--- src/rtl/adcpc_regs.svh ---
/*
 Register offsets, field positions, reset values and timing counts of the
 converter power and output-mode control block.
 Assumes a 40 MHz system clock; included by bare name.
*/
// How it works
// (RULE1) Power-down pin high enters full power-down
// (RULE2) Full power-down tristates every serial output driver
// (RULE3) Configuration survives power-down without reset
// (RULE4) Pin low returns device to conversion
// (RULE5) Power-down disables reference, buffer, PLL, bias
// (RULE6) Host waits about 375 us after power-down
// (RULE7) Each channel can be powered down alone
// (RULE8) Standby keeps PLL running, wakes in 600 ns
// (RULE9) Stabilizer gives 50% duty, switchable off
// (RULE10) Stabilizer loop inactive below about 20 MHz
// (RULE11) Host allows 1.5-5 us for relock
// (RULE12) Unlocked stabilizer is bypassed, raw clock used
// (RULE13) Keep stabilizer on unless clock rate varies
// (RULE14) Default standard swing; low swing by strap/register
// (RULE15) Register raises termination current on all outputs
// (RULE16) Offset binary default, two's complement selectable
// (RULE17) Frame clock per word, bit clock four times
// (RULE18) Synchronise power-down pin before state machine
`ifndef ADCPC_REGS_SVH
`define ADCPC_REGS_SVH

`define ADCPC_ADDR_CTRL 4'h0
`define ADCPC_ADDR_CHPD 4'h1
`define ADCPC_ADDR_STAT 4'h2

`define ADCPC_CTRL_STANDBY 0
`define ADCPC_CTRL_DCS_EN 1
`define ADCPC_CTRL_LOW_SWING 2
`define ADCPC_CTRL_TERM_BOOST 3
`define ADCPC_CTRL_TWOS_COMP 4

`define ADCPC_STAT_STATE_LSB 0
`define ADCPC_STAT_READY 2
`define ADCPC_STAT_DCS_LOCKED 3
`define ADCPC_STAT_DCS_ACTIVE 4
`define ADCPC_STAT_POWER_DOWN_PIN 5
`define ADCPC_STAT_STRAP 6

`define ADCPC_CTRL_RESET 16'h0002
`define ADCPC_CHPD_RESET 16'h0000

`define ADCPC_CLK_NS 25
`define ADCPC_STBY_WAKE_NS 600
`define ADCPC_STBY_WAKE_CYC ((`ADCPC_STBY_WAKE_NS + `ADCPC_CLK_NS - 1) / `ADCPC_CLK_NS)
`define ADCPC_RELOCK_NS 1500
`define ADCPC_RELOCK_CYC ((`ADCPC_RELOCK_NS + `ADCPC_CLK_NS - 1) / `ADCPC_CLK_NS)
`define ADCPC_PD_WAKE_US 375
`define ADCPC_PD_WAKE_CYC ((`ADCPC_PD_WAKE_US * 1000) / `ADCPC_CLK_NS)

`endif

--- src/rtl/adcpc_pkg.sv ---
/*
 Types of the converter power and output-mode control block.
 Assumes nothing of its surroundings.
*/
package adcpc_pkg;

    typedef enum logic [1:0] {PWR_ACTIVE, PWR_STANDBY, PWR_DOWN, PWR_WAKE} adcpc_pwr_t;

    typedef struct packed {
        logic twos_comp;
        logic term_boost;
        logic low_swing;
        logic dcs_en;
        logic standby;
        logic [3:0] ch_pd;
    } adcpc_cfg_t;

    typedef struct packed {
        logic ref_en;
        logic refbuf_en;
        logic pll_en;
        logic bias_en;
    } adcpc_ana_t;

endpackage

--- src/rtl/adcpc_top.sv ---
/*
 Power, stabilizer and output-mode control of a quad serial converter: power state machine,
 configuration registers, stabilizer lock tracking, output coding and the serial output stage.
 Assumes synchronous inputs, a single-cycle register port and a clock
 monitor that flags sample rates under 20 MHz and rate changes.
*/
// Implementation choices: the address map and the strobed register port.
`timescale 1ns/1ps
`include "adcpc_regs.svh"
module adcpc_top
import adcpc_pkg::*;
#(
    parameter int NCH = 4,
    parameter int W = 8,
    parameter int PD_WAKE_CYC = `ADCPC_PD_WAKE_CYC
)
(
    input wire logic clk_sys_in,                   // 40 MHz system clock
    input wire logic arst_n_in,                    // Asynchronous reset, active low
    input wire logic power_down_pin_in,            // Full power-down request
    input wire logic serial_io_output_mode_pin_in, // Low-swing strap
    input wire logic clk_rate_ok_in,               // Sample clock at or above 20 MHz
    input wire logic clk_rate_change_in,           // Sample clock rate changed
    input wire logic [NCH-1:0][W-1:0] samples_in,  // Converted samples
    input wire logic [3:0] addr_in,                // Register address
    input wire logic [15:0] wdata_in,              // Register write data
    input wire logic wr_in,                        // Write strobe
    input wire logic rd_in,                        // Read strobe
    output logic [15:0] rdata_out,                 // Read data, cycle after strobe
    output logic [NCH-1:0] lane_out,               // Serial data lanes
    output logic [NCH-1:0] lane_oe_out,            // Lane driver enables
    output logic fco_out,                          // Frame clock
    output logic fco_oe_out,                       // Frame clock driver enable
    output logic dco_out,                          // Bit clock
    output logic dco_oe_out,                       // Bit clock driver enable
    output logic [NCH-1:0] chan_pwr_out,           // Channel core powered
    output adcpc_ana_t ana_out,                    // Analog block enables
    output logic low_swing_out,                    // Reduced swing drivers
    output logic term_boost_out,                   // Raised termination current
    output logic dcs_active_out                    // Stabilizer retiming the clock
);
    localparam int CW = $clog2(((PD_WAKE_CYC > `ADCPC_STBY_WAKE_CYC) ? PD_WAKE_CYC : `ADCPC_STBY_WAKE_CYC) + 1);
    localparam int RW = $clog2(`ADCPC_RELOCK_CYC + 1);
    localparam logic [CW-1:0] STBY_CYC = CW'(`ADCPC_STBY_WAKE_CYC);
    localparam logic [CW-1:0] PD_CYC = CW'(PD_WAKE_CYC);
    localparam logic [RW-1:0] RELOCK_CYC = RW'(`ADCPC_RELOCK_CYC);

    adcpc_pwr_t state_r;
    adcpc_cfg_t cfg_r;
    logic pd_s1_r;
    logic pd_s2_r;
    logic [CW-1:0] pd_cnt_r;
    logic [CW-1:0] wake_cnt_r;
    logic strap_done_r;
    logic strap_r;
    logic [RW-1:0] lock_cnt_r;
    logic dcs_locked_r;
    logic ser_run;
    logic [NCH-1:0][W-1:0] words;

    function automatic logic [W-1:0] code_word(input logic [W-1:0] s, input logic twos);
        code_word = twos ? {~s[W-1], s[W-2:0]} : s;
    endfunction

    // Pin synchroniser
    always_ff @(posedge clk_sys_in or negedge arst_n_in)
    begin
        if (!arst_n_in)
        begin
            pd_s1_r <= 1'b0;
            pd_s2_r <= 1'b0;
        end
        else
        begin
            pd_s1_r <= power_down_pin_in; // RULE18
            pd_s2_r <= pd_s1_r; // RULE18
        end
    end

    // Power state machine
    always_ff @(posedge clk_sys_in or negedge arst_n_in)
    begin
        if (!arst_n_in)
        begin
            state_r <= PWR_ACTIVE;
            wake_cnt_r <= '0;
        end
        else
        begin
            unique case (state_r)
                PWR_ACTIVE:
                    if (pd_s2_r)
                        state_r <= PWR_DOWN; // RULE1
                    else if (cfg_r.standby)
                        state_r <= PWR_STANDBY; // RULE8
                PWR_STANDBY:
                    if (pd_s2_r)
                        state_r <= PWR_DOWN; // RULE1
                    else if (!cfg_r.standby)
                    begin
                        state_r <= PWR_WAKE;
                        wake_cnt_r <= STBY_CYC; // RULE8
                    end
                PWR_DOWN:
                    if (!pd_s2_r)
                    begin
                        // Wake time follows time spent down
                        state_r <= PWR_WAKE; // RULE4
                        wake_cnt_r <= (pd_cnt_r == '0) ? CW'(1) : pd_cnt_r;
                    end
                PWR_WAKE:
                    if (pd_s2_r)
                        state_r <= PWR_DOWN; // RULE1
                    else if (wake_cnt_r <= CW'(1))
                        state_r <= PWR_ACTIVE;
                    else
                        wake_cnt_r <= wake_cnt_r - 1'b1;
            endcase
        end
    end

    // Saturating count of time spent in full power-down
    always_ff @(posedge clk_sys_in or negedge arst_n_in)
    begin
        if (!arst_n_in)
            pd_cnt_r <= '0;
        else if (state_r != PWR_DOWN)
            pd_cnt_r <= '0;
        else if (pd_cnt_r < PD_CYC)
            pd_cnt_r <= pd_cnt_r + 1'b1;
    end

    // Configuration registers, untouched by power state
    always_ff @(posedge clk_sys_in or negedge arst_n_in)
    begin
        if (!arst_n_in)
        begin
            cfg_r.twos_comp <= 1'((`ADCPC_CTRL_RESET >> `ADCPC_CTRL_TWOS_COMP) & 16'h0001);
            cfg_r.term_boost <= 1'((`ADCPC_CTRL_RESET >> `ADCPC_CTRL_TERM_BOOST) & 16'h0001);
            cfg_r.low_swing <= 1'((`ADCPC_CTRL_RESET >> `ADCPC_CTRL_LOW_SWING) & 16'h0001);
            cfg_r.dcs_en <= 1'((`ADCPC_CTRL_RESET >> `ADCPC_CTRL_DCS_EN) & 16'h0001); // RULE13
            cfg_r.standby <= 1'((`ADCPC_CTRL_RESET >> `ADCPC_CTRL_STANDBY) & 16'h0001);
            cfg_r.ch_pd <= 4'(`ADCPC_CHPD_RESET);
        end
        else if (wr_in && addr_in == `ADCPC_ADDR_CTRL) // RULE3
        begin
            cfg_r.twos_comp <= wdata_in[`ADCPC_CTRL_TWOS_COMP]; // RULE16
            cfg_r.term_boost <= wdata_in[`ADCPC_CTRL_TERM_BOOST]; // RULE15
            cfg_r.low_swing <= wdata_in[`ADCPC_CTRL_LOW_SWING]; // RULE14
            cfg_r.dcs_en <= wdata_in[`ADCPC_CTRL_DCS_EN]; // RULE9
            cfg_r.standby <= wdata_in[`ADCPC_CTRL_STANDBY]; // RULE8
        end
        else if (wr_in && addr_in == `ADCPC_ADDR_CHPD)
            cfg_r.ch_pd <= wdata_in[3:0]; // RULE7
    end

    // Strap caught once after reset release
    always_ff @(posedge clk_sys_in or negedge arst_n_in)
    begin
        if (!arst_n_in)
            strap_done_r <= 1'b0;
        else
            strap_done_r <= 1'b1;
    end

    always_ff @(posedge clk_sys_in)
    begin
        if (!strap_done_r)
            strap_r <= serial_io_output_mode_pin_in; // RULE14
    end

    // Stabilizer lock tracking
    always_ff @(posedge clk_sys_in or negedge arst_n_in)
    begin
        if (!arst_n_in)
        begin
            lock_cnt_r <= '0;
            dcs_locked_r <= 1'b0;
        end
        else if (!clk_rate_ok_in || clk_rate_change_in || !cfg_r.dcs_en || !ana_out.pll_en)
        begin
            lock_cnt_r <= '0; // RULE10
            dcs_locked_r <= 1'b0;
        end
        else if (lock_cnt_r < RELOCK_CYC)
            lock_cnt_r <= lock_cnt_r + 1'b1;
        else
            dcs_locked_r <= 1'b1;
    end

    // Unlocked loop falls back to the raw clock
    always_ff @(posedge clk_sys_in or negedge arst_n_in)
    begin
        if (!arst_n_in)
            dcs_active_out <= 1'b0;
        else
            dcs_active_out <= cfg_r.dcs_en && dcs_locked_r && clk_rate_ok_in; // RULE12 RULE9
    end

    // Analog enables and output drivers
    always_ff @(posedge clk_sys_in or negedge arst_n_in)
    begin
        if (!arst_n_in)
        begin
            ana_out <= '1;
            lane_oe_out <= '0;
            fco_oe_out <= 1'b0;
            dco_oe_out <= 1'b0;
            chan_pwr_out <= '0;
        end
        else
        begin
            ana_out.pll_en <= (state_r != PWR_DOWN); // RULE5 RULE8
            ana_out.ref_en <= ser_run; // RULE5
            ana_out.refbuf_en <= ser_run; // RULE5
            ana_out.bias_en <= ser_run; // RULE5
            lane_oe_out <= ser_run ? ~cfg_r.ch_pd : '0; // RULE2 RULE7
            fco_oe_out <= ser_run; // RULE2
            dco_oe_out <= ser_run; // RULE2
            chan_pwr_out <= ser_run ? ~cfg_r.ch_pd : '0; // RULE7
        end
    end

    always_ff @(posedge clk_sys_in or negedge arst_n_in)
    begin
        if (!arst_n_in)
        begin
            low_swing_out <= 1'b0;
            term_boost_out <= 1'b0;
        end
        else
        begin
            low_swing_out <= cfg_r.low_swing || (strap_done_r && strap_r); // RULE14
            term_boost_out <= cfg_r.term_boost; // RULE15
        end
    end

    // Register read port
    always_ff @(posedge clk_sys_in or negedge arst_n_in)
    begin
        if (!arst_n_in)
            rdata_out <= '0;
        else if (!rd_in)
            rdata_out <= '0;
        else
            unique case (addr_in)
                `ADCPC_ADDR_CTRL:
                    rdata_out <= 16'({cfg_r.twos_comp, cfg_r.term_boost, cfg_r.low_swing,
                                      cfg_r.dcs_en, cfg_r.standby});
                `ADCPC_ADDR_CHPD:
                    rdata_out <= 16'(cfg_r.ch_pd);
                `ADCPC_ADDR_STAT:
                    rdata_out <= 16'({strap_r && strap_done_r, pd_s2_r, dcs_active_out, dcs_locked_r,
                                      state_r == PWR_ACTIVE, state_r});
                default:
                    rdata_out <= '0;
            endcase
    end

    assign ser_run = (state_r == PWR_ACTIVE) || (state_r == PWR_WAKE);

    always_comb
    begin
        for (int i = 0; i < NCH; i++)
            words[i] = code_word(samples_in[i], cfg_r.twos_comp); // RULE16
    end

    adcpc_serializer #(.NCH(NCH), .W(W)) u_ser (
        .clk_sys_in(clk_sys_in),
        .arst_n_in(arst_n_in),
        .run_in(ser_run),
        .words_in(words),
        .lane_out(lane_out),
        .fco_out(fco_out),
        .dco_out(dco_out),
        .load_out()
    );

    property p_pd_enter;
        @(posedge clk_sys_in) disable iff (!arst_n_in)
        $rose(pd_s2_r) |=> state_r == PWR_DOWN;
    endproperty
    a_pd_enter: assert property (p_pd_enter) else $error("power-down not entered"); // RULE1

    property p_pin_sync;
        @(posedge clk_sys_in) disable iff (!arst_n_in)
        $rose(power_down_pin_in) ##1 power_down_pin_in[*2] |=> state_r == PWR_DOWN;
    endproperty
    a_pin_sync: assert property (p_pin_sync) else $error("pin latency wrong"); // RULE18

    property p_tristate;
        @(posedge clk_sys_in) disable iff (!arst_n_in)
        state_r == PWR_DOWN |=> lane_oe_out == '0 && !fco_oe_out && !dco_oe_out;
    endproperty
    a_tristate: assert property (p_tristate) else $error("drivers on in power-down"); // RULE2

    property p_keep_cfg;
        @(posedge clk_sys_in) disable iff (!arst_n_in)
        state_r == PWR_DOWN && !wr_in |=> cfg_r == $past(cfg_r);
    endproperty
    a_keep_cfg: assert property (p_keep_cfg) else $error("config lost in power-down"); // RULE3

    property p_leave_pd;
        @(posedge clk_sys_in) disable iff (!arst_n_in)
        (state_r == PWR_DOWN || state_r == PWR_WAKE) && !pd_s2_r |=> state_r == PWR_ACTIVE && $past(state_r) == PWR_WAKE
            || state_r == PWR_WAKE && wake_cnt_r <= ($past(state_r) == PWR_DOWN ? PD_CYC : $past(wake_cnt_r) - 1'b1);
    endproperty
    a_leave_pd: assert property (p_leave_pd) else $error("no return from power-down"); // RULE4

    property p_ana_off;
        @(posedge clk_sys_in) disable iff (!arst_n_in)
        state_r == PWR_DOWN |=> ana_out == '0;
    endproperty
    a_ana_off: assert property (p_ana_off) else $error("analog on in power-down"); // RULE5

    property p_ch_pd;
        @(posedge clk_sys_in) disable iff (!arst_n_in)
        1'b1 |=> (lane_oe_out & $past(cfg_r.ch_pd)) == '0;
    endproperty
    a_ch_pd: assert property (p_ch_pd) else $error("powered-down lane driven"); // RULE7

    property p_standby;
        @(posedge clk_sys_in) disable iff (!arst_n_in)
        state_r == PWR_STANDBY && !cfg_r.standby && !pd_s2_r
        |=> state_r == PWR_WAKE ##23 state_r == PWR_WAKE ##1 state_r == PWR_ACTIVE || pd_s2_r;
    endproperty
    a_standby: assert property (p_standby) else $error("standby wake time wrong"); // RULE8

    property p_bypass;
        @(posedge clk_sys_in) disable iff (!arst_n_in)
        !dcs_locked_r || !cfg_r.dcs_en |=> !dcs_active_out;
    endproperty
    a_bypass: assert property (p_bypass) else $error("stabilizer used while unlocked"); // RULE12

    property p_frame;
        @(posedge clk_sys_in) disable iff (!arst_n_in)
        $rose(fco_out) && ser_run ##1 ser_run[*8] |-> $rose(fco_out);
    endproperty
    a_frame: assert property (p_frame) else $error("frame period wrong"); // RULE17
endmodule

--- src/rtl/adcpc_serializer.sv ---
/*
 Serialises one word per channel, MSB first, one bit per clock, with a
 frame clock per word and a double-data-rate bit clock.
 Assumes W is a power of two; words are sampled in the cycle the counter is zero.
*/
`timescale 1ns/1ps
module adcpc_serializer
#(
    parameter int NCH = 4,
    parameter int W = 8
)
(
    input wire logic clk_sys_in,                // System clock
    input wire logic arst_n_in,                 // Asynchronous reset, active low
    input wire logic run_in,                    // Serialiser running
    input wire logic [NCH-1:0][W-1:0] words_in, // Words to send
    output logic [NCH-1:0] lane_out,            // Serial data lanes
    output logic fco_out,                       // Frame clock
    output logic dco_out,                       // Bit clock
    output logic load_out                       // Word taken in the previous cycle
);
    localparam int CW = $clog2(W);

    logic [CW-1:0] cnt_r;
    logic [NCH-1:0][W-1:0] sh_r;

    always_ff @(posedge clk_sys_in or negedge arst_n_in)
    begin
        if (!arst_n_in)
        begin
            cnt_r <= '0;
            fco_out <= 1'b0;
            dco_out <= 1'b0;
            load_out <= 1'b0;
        end
        else if (!run_in)
        begin
            cnt_r <= '0;
            fco_out <= 1'b0;
            dco_out <= 1'b0;
            load_out <= 1'b0;
        end
        else
        begin
            cnt_r <= cnt_r + 1'b1;
            // Frame high for the first half word, bit clock halves each bit pair
            fco_out <= (cnt_r < CW'(W / 2)); // RULE17
            dco_out <= ~dco_out; // RULE17
            load_out <= (cnt_r == '0);
        end
    end

    always_ff @(posedge clk_sys_in or negedge arst_n_in)
    begin
        if (!arst_n_in)
            sh_r <= '0;
        else if (!run_in)
            sh_r <= '0;
        else if (cnt_r == '0)
            sh_r <= words_in;
        else
            for (int i = 0; i < NCH; i++)
                sh_r[i] <= {sh_r[i][W-2:0], 1'b0};
    end

    always_comb
    begin
        for (int i = 0; i < NCH; i++)
            lane_out[i] = sh_r[i][W-1];
    end
endmodule

--- config.mk ---
export PLATFORM = sky130hd
export DESIGN_NAME = adcpc_top
export DESIGN_NICKNAME = d
export VERILOG_FILES = /design/src/rtl/adcpc_pkg.sv /design/src/rtl/adcpc_top.sv /design/src/rtl/adcpc_serializer.sv
export VERILOG_INCLUDE_DIRS = /design/src /design/src/rtl
export SDC_FILE = /design/constraint.sdc
export NUM_CORES = 1
export LEC_CHECK = 0
export BUFFER_PORTS_ARGS = -buffer_cell sky130_fd_sc_hd__buf_2
export CAP_MARGIN = 20
export CELL_PAD_IN_SITES_DETAIL_PLACEMENT = 1
export CELL_PAD_IN_SITES_GLOBAL_PLACEMENT = 1
export CORE_UTILIZATION = 35
export CTS_CLUSTER_SIZE = 12
export DETAILED_ROUTE_END_ITERATION = 10
export GPL_ROUTABILITY_DRIVEN = 0
export PLACE_DENSITY = 0.67
export SYNTH_ARGS = -nofsm -noshare
export SYNTH_HDL_FRONTEND = slang
export SYNTH_SLANG_ARGS = --single-unit
export TNS_END_PERCENT = 100
--- constraint.sdc ---
create_clock -name clk_sys_in -period 3.1 [get_ports clk_sys_in]
set_input_delay 0.31 -clock clk_sys_in [delete_from_list [all_inputs] [get_ports clk_sys_in]]
set_output_delay 0.31 -clock clk_sys_in [all_outputs]
set_load 0.05 [all_outputs]
==> metrics, run 1 <==
post-synthesis cell area 4990 um^2; via/cell ratio 5.11; CTS root buf clkbuf_16; crit path kind reg2reg; crit start category flop; Post-DRT Antenna Nets 0; Synth Area in XOR/XNOR 0.0263; required time worst endpoint 3.31 ns; Setup violations, final 0; DR iter-0 viols 145; cell chain of the critical path inv_1 > ha_1 > a21oi_1 > o21bai_1 > a221oi_1 > buf_4 > o311a_2 > o21ai_0; Synth Instances 511; Core Area 13900 um^2; synth top area cells dfrtp_1 (50%), nand2_1 (5.6%), a21oi_1 (5.0%), nor2_1 (4.1%), buf_4 (3.0%); Final period util 0.773; failing checks negative hold slack; RSZ-0062 raised after global routing false; DR vias 3851; Final Hold Fails 2; number of global-route vias before repair 3887; Synth Area in Simple Gates 0.175; register area share after synthesis 0.523; Crit. End Element flop; Unique masters post-synth 57; Critical Path AT 2.60 ns; mux contribution to synthesized area 0.0446; flops & latches, synth 104; maxcap violations 0; post-synthesis average cell area 9.77 um^2; total gr overflow 0; worst hold path type in2async; CP peak stage delay 0.57 ns; Reg2Reg Depth 8; pwr/cell area 990 nW/um^2; Rows 43; Overall Global Routing Usage 0.172; Nets 640; Setup Skew 0.00820 ns; slew margin rel. 0.387; final wirelength 11.9 mm; # Post-CTS Setup Buffers 0; drt drc 0; die width 121 um; warnings from Yosys 0; Final min period 2.40 ns; first-pass GRT wire length 19.9 mm; worst-path fanout max 11; CTS Sinks 104; maximum VDD drop 0.000356 V; largest family of logic cells by synthesized area simple AND/OR/NAND/NOR gates; compound-cell area share of the yosys netlist 0.138; fill count 1598; Final HPWL DP 8.67 mm; share of layout cells above drive strength 1 0.213; CP top delay family compound AO/OA/AOI/OAI gates; worst slew pin tran 0.912 ns; CTS Buffer Depth 2; Synth Flop Type dfrtp_1; Yosys top cell by area dfrtp_1; FFs w/ async S/R, synth 0.990; number of flops mapped to enable cells by yosys 1; CP max-delay cell a221oi_1; CTS Hold Bufs 0; CP Depth 8; Post-Synth Adder-Cell Area 0.0276; antenna cells 0; routed length per instance 15.8 um; Yosys top cell area share 0.501; H-tree Lvls 3; Final TNS setup 0 ns; P&R area growth vs syn 15.3%; port bufs 78; clock slew at reported path FFs 0.07 ns; worst path bufs/invs 2; antenna violations before repair 0; fmax 417 MHz; I/O pins 99; Pre-antenna DRT Iters 4; largest net degree at the start of global routing 54; post-cts gate resize count 0; final hold slack -0.00807 ns; initial core utilization 0.360; Clock Latency Late Sink 0.34 ns; outcome finished, violations left; chip height 121 um; Final Total Pwr 0.00570 W; CTS tree built; Die Area 14700 um^2; Num CTS Buffers 9; leakage power 2.71 nW; Final Slew Violations 0
==> worst paths after layout <==
kind | start | end | slack [ns]
worst min-delay path | arst_n_in | u_ser.sh_r[12] | -0.008
max in group asynchronous | arst_n_in | ana_out[1] | 2.32
min in group clk_sys_in | power_down_pin_in | pd_s1_r | 0.08
worst max register to register | state_r[1] | wake_cnt_r[9] | 0.70
worst min register to register | pd_s1_r | pd_s2_r | 0.35
worst max-delay path | state_r[1] | wake_cnt_r[9] | 0.70
==> metal layers <==
| metal | global-route usage | wire (um) |
|---|---|---|
| met2 | 0.279 | 5800 |
| met4 | 0.0455 | 122 |
| met1 | 0.234 | 5540 |
| met3 | 0.0343 | 453 |
| met5 | 0 | 0 |
==> logic make-up (layout without fill, tap and decap cells) <==
logic type | after synthesis | after routing
buffers and inverters | 61 | 116
adder cells (fa/ha/maj) | 11 | 11
AND/OR/NAND/NOR | 190 | 190
flip-flops | 104 | 104
multiplexers | 21 | 21
XOR/XNOR | 15 | 15
AO/OA/AOI/OAI | 107 | 107
other | 2 | 10
==> stage by stage <==
stage                     hold WS (ns)  instances   util  setup WS [ns]  instance area, um^2
after floorplan                 0.0144        519      -          0.977                 5020
after CTS                       0.0253        754  0.415          0.669                 5750
after global placement           0.337        738  0.392          0.717                 5440
final                         -0.00807        754  0.415          0.702                 5750
after global routing            0.0407        754  0.415          0.454                 5750
after detailed placement         0.336        738  0.392          0.678                 5440
==> worst register-to-register path: cells and delay by family, from the launching register on <==
family | cells | cell delay [ns]
compound gates | 5 | 1.19
flops | 1 | 0.46
buf+inv | 2 | 0.41
fa+ha+maj | 1 | 0.21
==> Yosys cell counts (3+ instances only) <==
cell type	instances
nand3_1	11
a211oi_1	6
o41ai_1	4
or3_1	3
nor2b_1	4
clkbuf_1	19
nor2_1	54
mux2_2	10
nor4_1	4
a41o_1	3
nand4_1	4
xnor2_1	12
a21oi_1	50
and3_1	9
buf_4	20
nand2b_1	11
dfstp_2	3
ha_1	11
xor2_1	3
mux2i_1	11
a21o_1	4
o21ai_0	14
inv_1	16
dfrtp_1	100
nor3_1	6
nand2_1	75
==> registers in the layout, indices dropped and copies added (netlist names), 3 cells and up <==
signal	flops
cfg_r	9
chan_pwr_out	4
lock_cnt_r	6
pd_cnt_r	14
rdata_out	7
u_ser.cnt_r	3
u_ser.lane_out	4
u_ser.sh_r	28
wake_cnt_r	14
==> report_power, final <==
group | internal (W) | total (W) | switching, W
Sequential | 0.00171 | 0.00195 | 0.000236
Combinational | 0.000797 | 0.00254 | 0.00174
Clock | 0.000710 | 0.00121 | 0.000498
Total | 0.00322 | 0.00570 | 0.00248
==> cells in the final DEF, fill, tap and decap left out, types with 6 or more instances in the layout <==
cell / instances
a211oi_1: 6
a21oi_1: 50
and3_1: 9
buf_2: 77
buf_4: 6
clkbuf_16: 9
conb_1: 10
dfrtp_1: 100
ha_1: 11
inv_1: 16
mux2_2: 10
mux2i_1: 11
nand2_1: 75
nand2b_1: 11
nand3_1: 11
nor2_1: 54
nor3_1: 6
o21ai_0: 14
xnor2_1: 12
==> cell type report <==
type	count	area (um^2)	share of cell area
clock buffers	11	233	0.0404
clock inverters	5	81.3	0.0141
inverters	16	60.1	0.0104
multi-input cells	354	2090	0.364
flip-flops and latches	104	2610	0.454
well taps	180	225	0.0391
repair buffers	84	450	0.0783
No activity file was read; power rests on OpenSTA's default activity.
==> run 2, diff against run 1 <==
ABC_AREA = 1   (was unset)
PLACE_DENSITY = 0.72   (was 0.67)
clock period = 2.1 ns   (was 3.1 ns; I/O delays follow)
==> run 2 against run 1 <==
Against the previous run: the flow now finishes without violations; hold slack improved by 0.042 ns; largest power group unchanged; power increased by 50%; final cell count increased by 20%; sequential power increased by 50%; clock skew decreased by 0.0018 ns; synthesized cell count increased by 26%; non-clock buffer count increased by 3; sequential share of layout area decreased by 1.6 points; worst setup slack got worse by 0.54 ns; synthesized area increased by 3.4%.
==> metrics, run 2 <==
outcome finished, final reports clean (was finished, violations left); post-synthesis average cell area 8.00 um^2 (was 9.77 um^2); final wirelength 13.1 mm (was 11.9 mm); post-synthesis cell area 5160 um^2 (was 4990 um^2); maximum VDD drop 0.000519 V (was 0.000356 V); antenna violations before repair 0 (unchanged); leakage power 3.11 nW (was 2.71 nW); CTS root buf clkbuf_16 (unchanged); fill count 1833 (was 1598); crit start category flop (unchanged); Clock Latency Late Sink 0.36 ns (was 0.34 ns); I/O pins 99 (unchanged); Critical Path AT 2.19 ns (was 2.60 ns); Die Area 15200 um^2 (was 14700 um^2); HP Start serial_io_output_mode_pin_in; Final Slew Violations 0 (unchanged); mux contribution to synthesized area 0.00218 (was 0.0446); synth top area cells dfrtp_1 (48%), nand2_1 (9.9%), nor2_1 (8.2%), o21ai_0 (5.9%), inv_1 (4.8%) (was dfrtp_1 (50%), nand2_1 (5.6%), a21oi_1 (5.0%), nor2_1 (4.1%), buf_4 (3.0%)); Core Area 14500 um^2 (was 13900 um^2); post-cts gate resize count 0 (unchanged); slew margin rel. 0.536 (was 0.387); initial core utilization 0.357 (was 0.360); Yosys top cell by area dfrtp_1 (unchanged); Setup Skew 0.00640 ns (was 0.00820 ns); Num CTS Buffers 9 (unchanged); Setup violations, final 0 (unchanged); max FFs per register 28 (unchanged); warnings from Yosys 0 (unchanged); FF-to-FF setup slack 0.16 ns (was 0.70 ns); P&R area growth vs syn 15.6% (was 15.3%); DR iter-0 viols 262 (was 145); crit path kind reg2reg (unchanged); DR vias 4449 (was 3851); share of layout cells above drive strength 1 0.163 (was 0.213); Final HPWL DP 9.61 mm (was 8.67 mm); worst hold path type in2reg (was in2async); first-pass GRT wire length 22.3 mm (was 19.9 mm); antenna cells 0 (unchanged); most frequent cells in the layout nand2_1 (136), nor2_1 (113), dfrtp_1 (100), buf_2 (77), inv_1 (66) (was dfrtp_1 (100), buf_2 (77), nand2_1 (75), nor2_1 (54), a21oi_1 (50)); FFs w/ async S/R, synth 0.990 (unchanged); worst slew pin tran 0.695 ns (was 0.912 ns); Rows 44 (was 43); maxcap violations 0 (unchanged); die width 123 um (was 121 um); Synth Instances 645 (was 511); Post-DRT Antenna Nets 0 (unchanged); pwr/cell area 1430 nW/um^2 (was 990 nW/um^2); Pre-antenna DRT Iters 6 (was 4); Post-Synth Adder-Cell Area 0.0267 (was 0.0276); routed length per instance 14.5 um (was 15.8 um); largest register by flop count u_ser.sh_r (unchanged); Final period util 0.923 (was 0.773); Crit. End Element flop (unchanged); RSZ-0062 raised after global routing false (unchanged); drt drc 0 (unchanged); worst-path fanout max 16 (was 11); Final min period 1.94 ns (was 2.40 ns); CTS Buffer Depth 2 (unchanged); Yosys top cell area share 0.485 (was 0.501); via/cell ratio 4.93 (was 5.11); largest net degree at the start of global routing 51 (was 54); most frequent cell after synthesis nand2_1 (was dfrtp_1); number of global-route vias before repair 4725 (was 3887); final hold slack 0.0338 ns (was -0.00807 ns); Reg2Reg Depth 9 (was 8); FF-to-FF End wake_cnt_r[11] (was wake_cnt_r[9]); commonest cells in the netlist nand2_1 (136), nor2_1 (113), dfrtp_1 (100) (was dfrtp_1 (100), nand2_1 (75), nor2_1 (54)); Unique masters post-synth 40 (was 57); Final Hold Fails 0 (was 2); register area share after synthesis 0.506 (was 0.523); Synth Area in Simple Gates 0.258 (was 0.175); largest family of logic cells by synthesized area simple AND/OR/NAND/NOR gates (unchanged); chip height 123 um (was 121 um); worst reg2reg path startpoint state_r[1] (unchanged); Largest regs u_ser.sh_r (28), pd_cnt_r (14), wake_cnt_r (14) (unchanged); required time worst endpoint 2.35 ns (was 3.31 ns); total gr overflow 0 (unchanged); Synth Area in XOR/XNOR 0.0102 (was 0.0263); Nets 785 (was 640); flops & latches, synth 104 (unchanged); fmax 516 MHz (was 417 MHz); most common cell after layout, fill and taps aside nand2_1 (was dfrtp_1); Hold Path Depth 1; Final TNS setup 0 ns (unchanged); CTS Sinks 104 (unchanged); number of flops mapped to enable cells by yosys 1 (unchanged); Overall Global Routing Usage 0.190 (was 0.172); H-tree Lvls 3 (unchanged); port bufs 78 (unchanged); compound-cell area share of the yosys netlist 0.101 (was 0.138); CTS tree built (unchanged); clock slew at reported path FFs 0.07 ns (about the same); hold endpoint strap_r; Synth Flop Type dfrtp_1 (unchanged)
==> run 2: changes by cell type in the layout (fill, tap and decap cells not counted), sizes merged, moves of 6 or more <==
cell	previous run	this run
nor2	54	118
nand2b	11	0
a21oi	50	18
and3	9	0
nand4	4	13
nand3	11	42
mux2i	11	0
xnor2	12	5
nand2	75	137
inv	17	69
o21ai	15	66
mux2	10	1
a211oi	6	0
==> run 2: kinds of logic (layout without fill, tap and decap cells) <==
| logic type | count (synthesis) | after routing |
|---|---|---|
| adder cells (fa/ha/maj) | 11 | 11 |
| multiplexers | 1 | 1 |
| AO/OA/AOI/OAI | 96 | 96 |
| AND/OR/NAND/NOR | 320 | 320 |
| flip-flops | 104 | 104 |
| buffers and inverters | 105 | 171 |
| XOR/XNOR | 6 | 6 |
| other | 2 | 10 |
==> run 2: what timing repair did <==
item,in CTS,in global routing
setup buffers,0,0
setup endpoints to repair,0,0
hold endpoints to repair,36,0
hold buffers,2,0
==> run 2: worst max-delay path by stage <==
stage / from / endpoint / slack [ns] / cells past startpoint
5_1_grt: state_r[1] / wake_cnt_r[11] / 0.004 / 9
2_1_floorplan: state_r[0] / u_ser.sh_r[20] / 0.52 / 7
4_1_cts: state_r[1] / wake_cnt_r[11] / 0.16 / 9
3_5_place_dp: state_r[1] / wake_cnt_r[11] / 0.17 / 9
6_report: state_r[1] / wake_cnt_r[11] / 0.16 / 9
3_3_place_gp: state_r[1] / wake_cnt_r[11] / 0.28 / 9
==> run 2: layer usage <==
| metal | track usage | share of wire | up-vias |
|---|---|---|---|
| met2 | 0.323 | 0.49 | 89 |
| met3 | 0.0480 | 0.043 | 7 |
| met5 | 0 | 0 | - |
| met4 | 0.0572 | 0.0094 | 0 |
| li1 | - | - | 2166 |
| met1 | 0.235 | 0.46 | 2187 |
==> run 2: worst max-delay path, stage by stage, from the launching register on <==
cell	delay, ns
dfrtp_1	0.43
inv_1	0.11
ha_1	0.23
or2_0	0.23
a21oi_2	0.20
nand2_2	0.22
inv_4	0.22
nand2_1	0.08
nand2_1	0.07
nand2_1	0.05
==> run 2: report_power, final <==
group          total [W]  switching, W  internal [W]
Sequential       0.00293      0.000329       0.00260
Clock            0.00173      0.000769      0.000966
Combinational    0.00390       0.00283       0.00107
Total            0.00856       0.00392       0.00464
==> run 2: layout make-up <==
class	instances	area, um^2	area share
clock buffer	11	243	0.0407
multi-input combinational	444	2090	0.350
tap	184	230	0.0386
timing repair buffer	87	478	0.0801
sequential	104	2610	0.437
clock inverter	5	61.3	0.0103
inverter	68	258	0.0432
==> run 2: metrics by stage <==
step / utilization / instance area (um^2) / total power (W) / setup slack (ns) / std cells
3_3_place_gp: 0.390 / 5650 / 0.00671 / 0.277 / 885
4_1_cts: 0.412 / 5970 / 0.00870 / 0.160 / 903
2_1_floorplan: - / 5190 / 0.00605 / 0.517 / 653
6_report: 0.412 / 5970 / 0.00856 / 0.162 / 903
3_5_place_dp: 0.390 / 5650 / 0.00692 / 0.168 / 885
5_1_grt: 0.412 / 5970 / 0.00934 / 0.00370 / 903
==> run 3, diff against run 2 <==
PLACE_DENSITY = unset   (was 0.72)
PLACE_DENSITY_LB_ADDON = 0.3   (was unset)
==> run 3 against run 2 <==
Against the previous run: final cell count is 0.22% higher; first-iteration DRC count down 25%; highest routed layer unchanged; count of clock-buffer cells in the layout grew 1; register-to-register slack better by 0.11 ns.
==> metrics, run 3 (synthesis gave the netlist of run 2 again) <==
outcome finished, final reports clean (unchanged); via/cell ratio 4.88 (was 4.93); Core Area 14500 um^2 (unchanged); maxcap violations 0 (unchanged); Critical Path AT 2.06 ns (was 2.19 ns); Crit. End Element flop (unchanged); fill count 1771 (was 1833); Reg2Reg Depth 8 (was 9); P&R area growth vs syn 16.1% (was 15.6%); Post-DRT Antenna Nets 0 (unchanged); max FFs per register 28 (unchanged); most common cell after layout, fill and taps aside nand2_1 (unchanged); crit path kind reg2reg (unchanged); Die Area 15200 um^2 (unchanged); required time worst endpoint 2.33 ns (was 2.35 ns); Final min period 1.83 ns (was 1.94 ns); Rows 44 (unchanged); final std cells w/o fill 905 (was 903); Largest regs u_ser.sh_r (28), pd_cnt_r (14), wake_cnt_r (14) (unchanged); total gr overflow 0 (unchanged); worst slew pin tran 0.585 ns (was 0.695 ns); Final WS setup 0.275 ns (was 0.162 ns); I/O pins 99 (unchanged); Final TNS setup 0 ns (unchanged); Final Slew Violations 0 (unchanged); number of global-route vias before repair 4550 (was 4725); RSZ-0062 raised after global routing false (unchanged); die width 123 um (unchanged); Final HPWL DP 9.73 mm (was 9.61 mm); drt drc 0 (unchanged); Placed Cells 887 (was 885); FF-to-FF End wake_cnt_r[3] (was wake_cnt_r[11]); crit start category flop (unchanged); worst-path fanout max 20 (was 16); maximum VDD drop 0.000548 V (was 0.000519 V); Overall Global Routing Usage 0.182 (was 0.190); leakage power 3.12 nW (was 3.11 nW); Clock Latency Late Sink 0.36 ns (about the same); clock slew at reported path FFs 0.07 ns (about the same); crit path to wake_cnt_r[3] (was wake_cnt_r[11]); DR iter-0 viols 197 (was 262); Num CTS Buffers 9 (unchanged); FF-to-FF setup slack 0.27 ns (was 0.16 ns); largest net degree at the start of global routing 44 (was 51); CTS tree built (unchanged); share of layout cells above drive strength 1 0.165 (was 0.163); port bufs 78 (unchanged); Pre-antenna DRT Iters 4 (was 6); H-tree Lvls 3 (unchanged); slew margin rel. 0.610 (was 0.536); antenna violations before repair 0 (unchanged); most frequent cells in the layout nand2_1 (136), nor2_1 (113), dfrtp_1 (100), buf_2 (77), inv_1 (66) (unchanged); CTS root buf clkbuf_16 (unchanged); fmax 548 MHz (was 516 MHz); crit path from state_r[0] (was state_r[1]); antenna cells 0 (unchanged); final wirelength 12.9 mm (was 13.1 mm); pre-CTS setup slack 0.185 ns (was 0.168 ns); worst hold path type in2reg (unchanged); Setup violations, final 0 (unchanged); DR vias 4418 (was 4449); Final Util 0.414 (was 0.412); Final Hold Fails 0 (unchanged); Final period util 0.869 (was 0.923); routed length per instance 14.3 um (was 14.5 um); largest register by flop count u_ser.sh_r (unchanged); initial core utilization 0.357 (unchanged); pwr/cell area 1430 nW/um^2 (about the same); first-pass GRT wire length 21.4 mm (was 22.3 mm); chip height 123 um (unchanged); worst reg2reg path startpoint state_r[0] (was state_r[1]); Setup Skew 0.0102 ns (was 0.00640 ns); CTS Sinks 104 (unchanged); Nets 787 (was 785); CTS Buffer Depth 2 (unchanged)
## run 3: cell types whose count changed in the layout (fill, tap and decap cells not counted), sizes merged
cell / previous run / this run
clkinv: 3 / 2
clkinvlp: 0 / 1
clkbuf: 11 / 12
buf: 85 / 87
inv: 69 / 68
## run 3: routing by layer
layer  wire, um  track usage  vias to the layer above
met5          0            0                        -
met4        178       0.0512                        0
met3        501       0.0466                       17
met2       6310        0.313                       75
met1       5940        0.224                     2162
li1           -            -                     2164
## run 3: cell type report
class / instances / area [um^2] / share of cell area
flip-flops and latches: 104 / 2610 / 0.436
multi-input cells: 444 / 2090 / 0.349
clock inverters: 4 / 51.3 / 0.00856
well taps: 184 / 230 / 0.0384
clock buffers: 12 / 256 / 0.0428
repair buffers: 89 / 493 / 0.0823
inverters: 68 / 258 / 0.0430
## run 3: worst max-delay path: stages (launching register included)
cell and delay (ns):
dfrtp_1 0.42, inv_1 0.14, ha_1 0.19, buf_4 0.26, inv_1 0.25, nand2_1 0.17
o211ai_1 0.11, nand2_1 0.08, o21ai_0 0.07
## run 3: power breakdown
part           total, W  switching, W  internal [W]  leakage, nW
clock network   0.00172      0.000733      0.000992        0.149
registers       0.00293      0.000328       0.00260         1.35
logic           0.00393       0.00284       0.00110         1.62
total           0.00859       0.00390       0.00469         3.12
## run 3: repair_timing
action | 4_1_cts | 5_1_grt
setup endpoints to repair | 0 | 1
buffers inserted | 0 | 0
resized for setup | 0 | 1
endpoints found under the hold margin | 39 | 0
hold buffers | 2 | 0
## run 3: worst min path at each step
stage	from	to	slack (ns)	cells past startpoint
finish	serial_io_output_mode_pin_in	strap_r	0.04	1
global route	serial_io_output_mode_pin_in	strap_r	0.02	1
CTS	serial_io_output_mode_pin_in	strap_r	0.03	1
detailed placement	arst_n_in	dco_oe_out	0.25	1
global placement	arst_n_in	dco_oe_out	0.25	1
floorplan	arst_n_in	cfg_r[0]	-0.09	0
## run 3: metrics by stage
step / cell area, um^2 / power, W / hold WS (ns)
4_1_cts: 5990 / 0.00871 / 0.0253
3_3_place_gp: 5660 / 0.00675 / 0.253
5_1_grt: 5990 / 0.00930 / 0.0224
6_report: 5990 / 0.00859 / 0.0367
2_1_floorplan: 5190 / 0.00605 / -0.0856
3_5_place_dp: 5660 / 0.00695 / 0.254
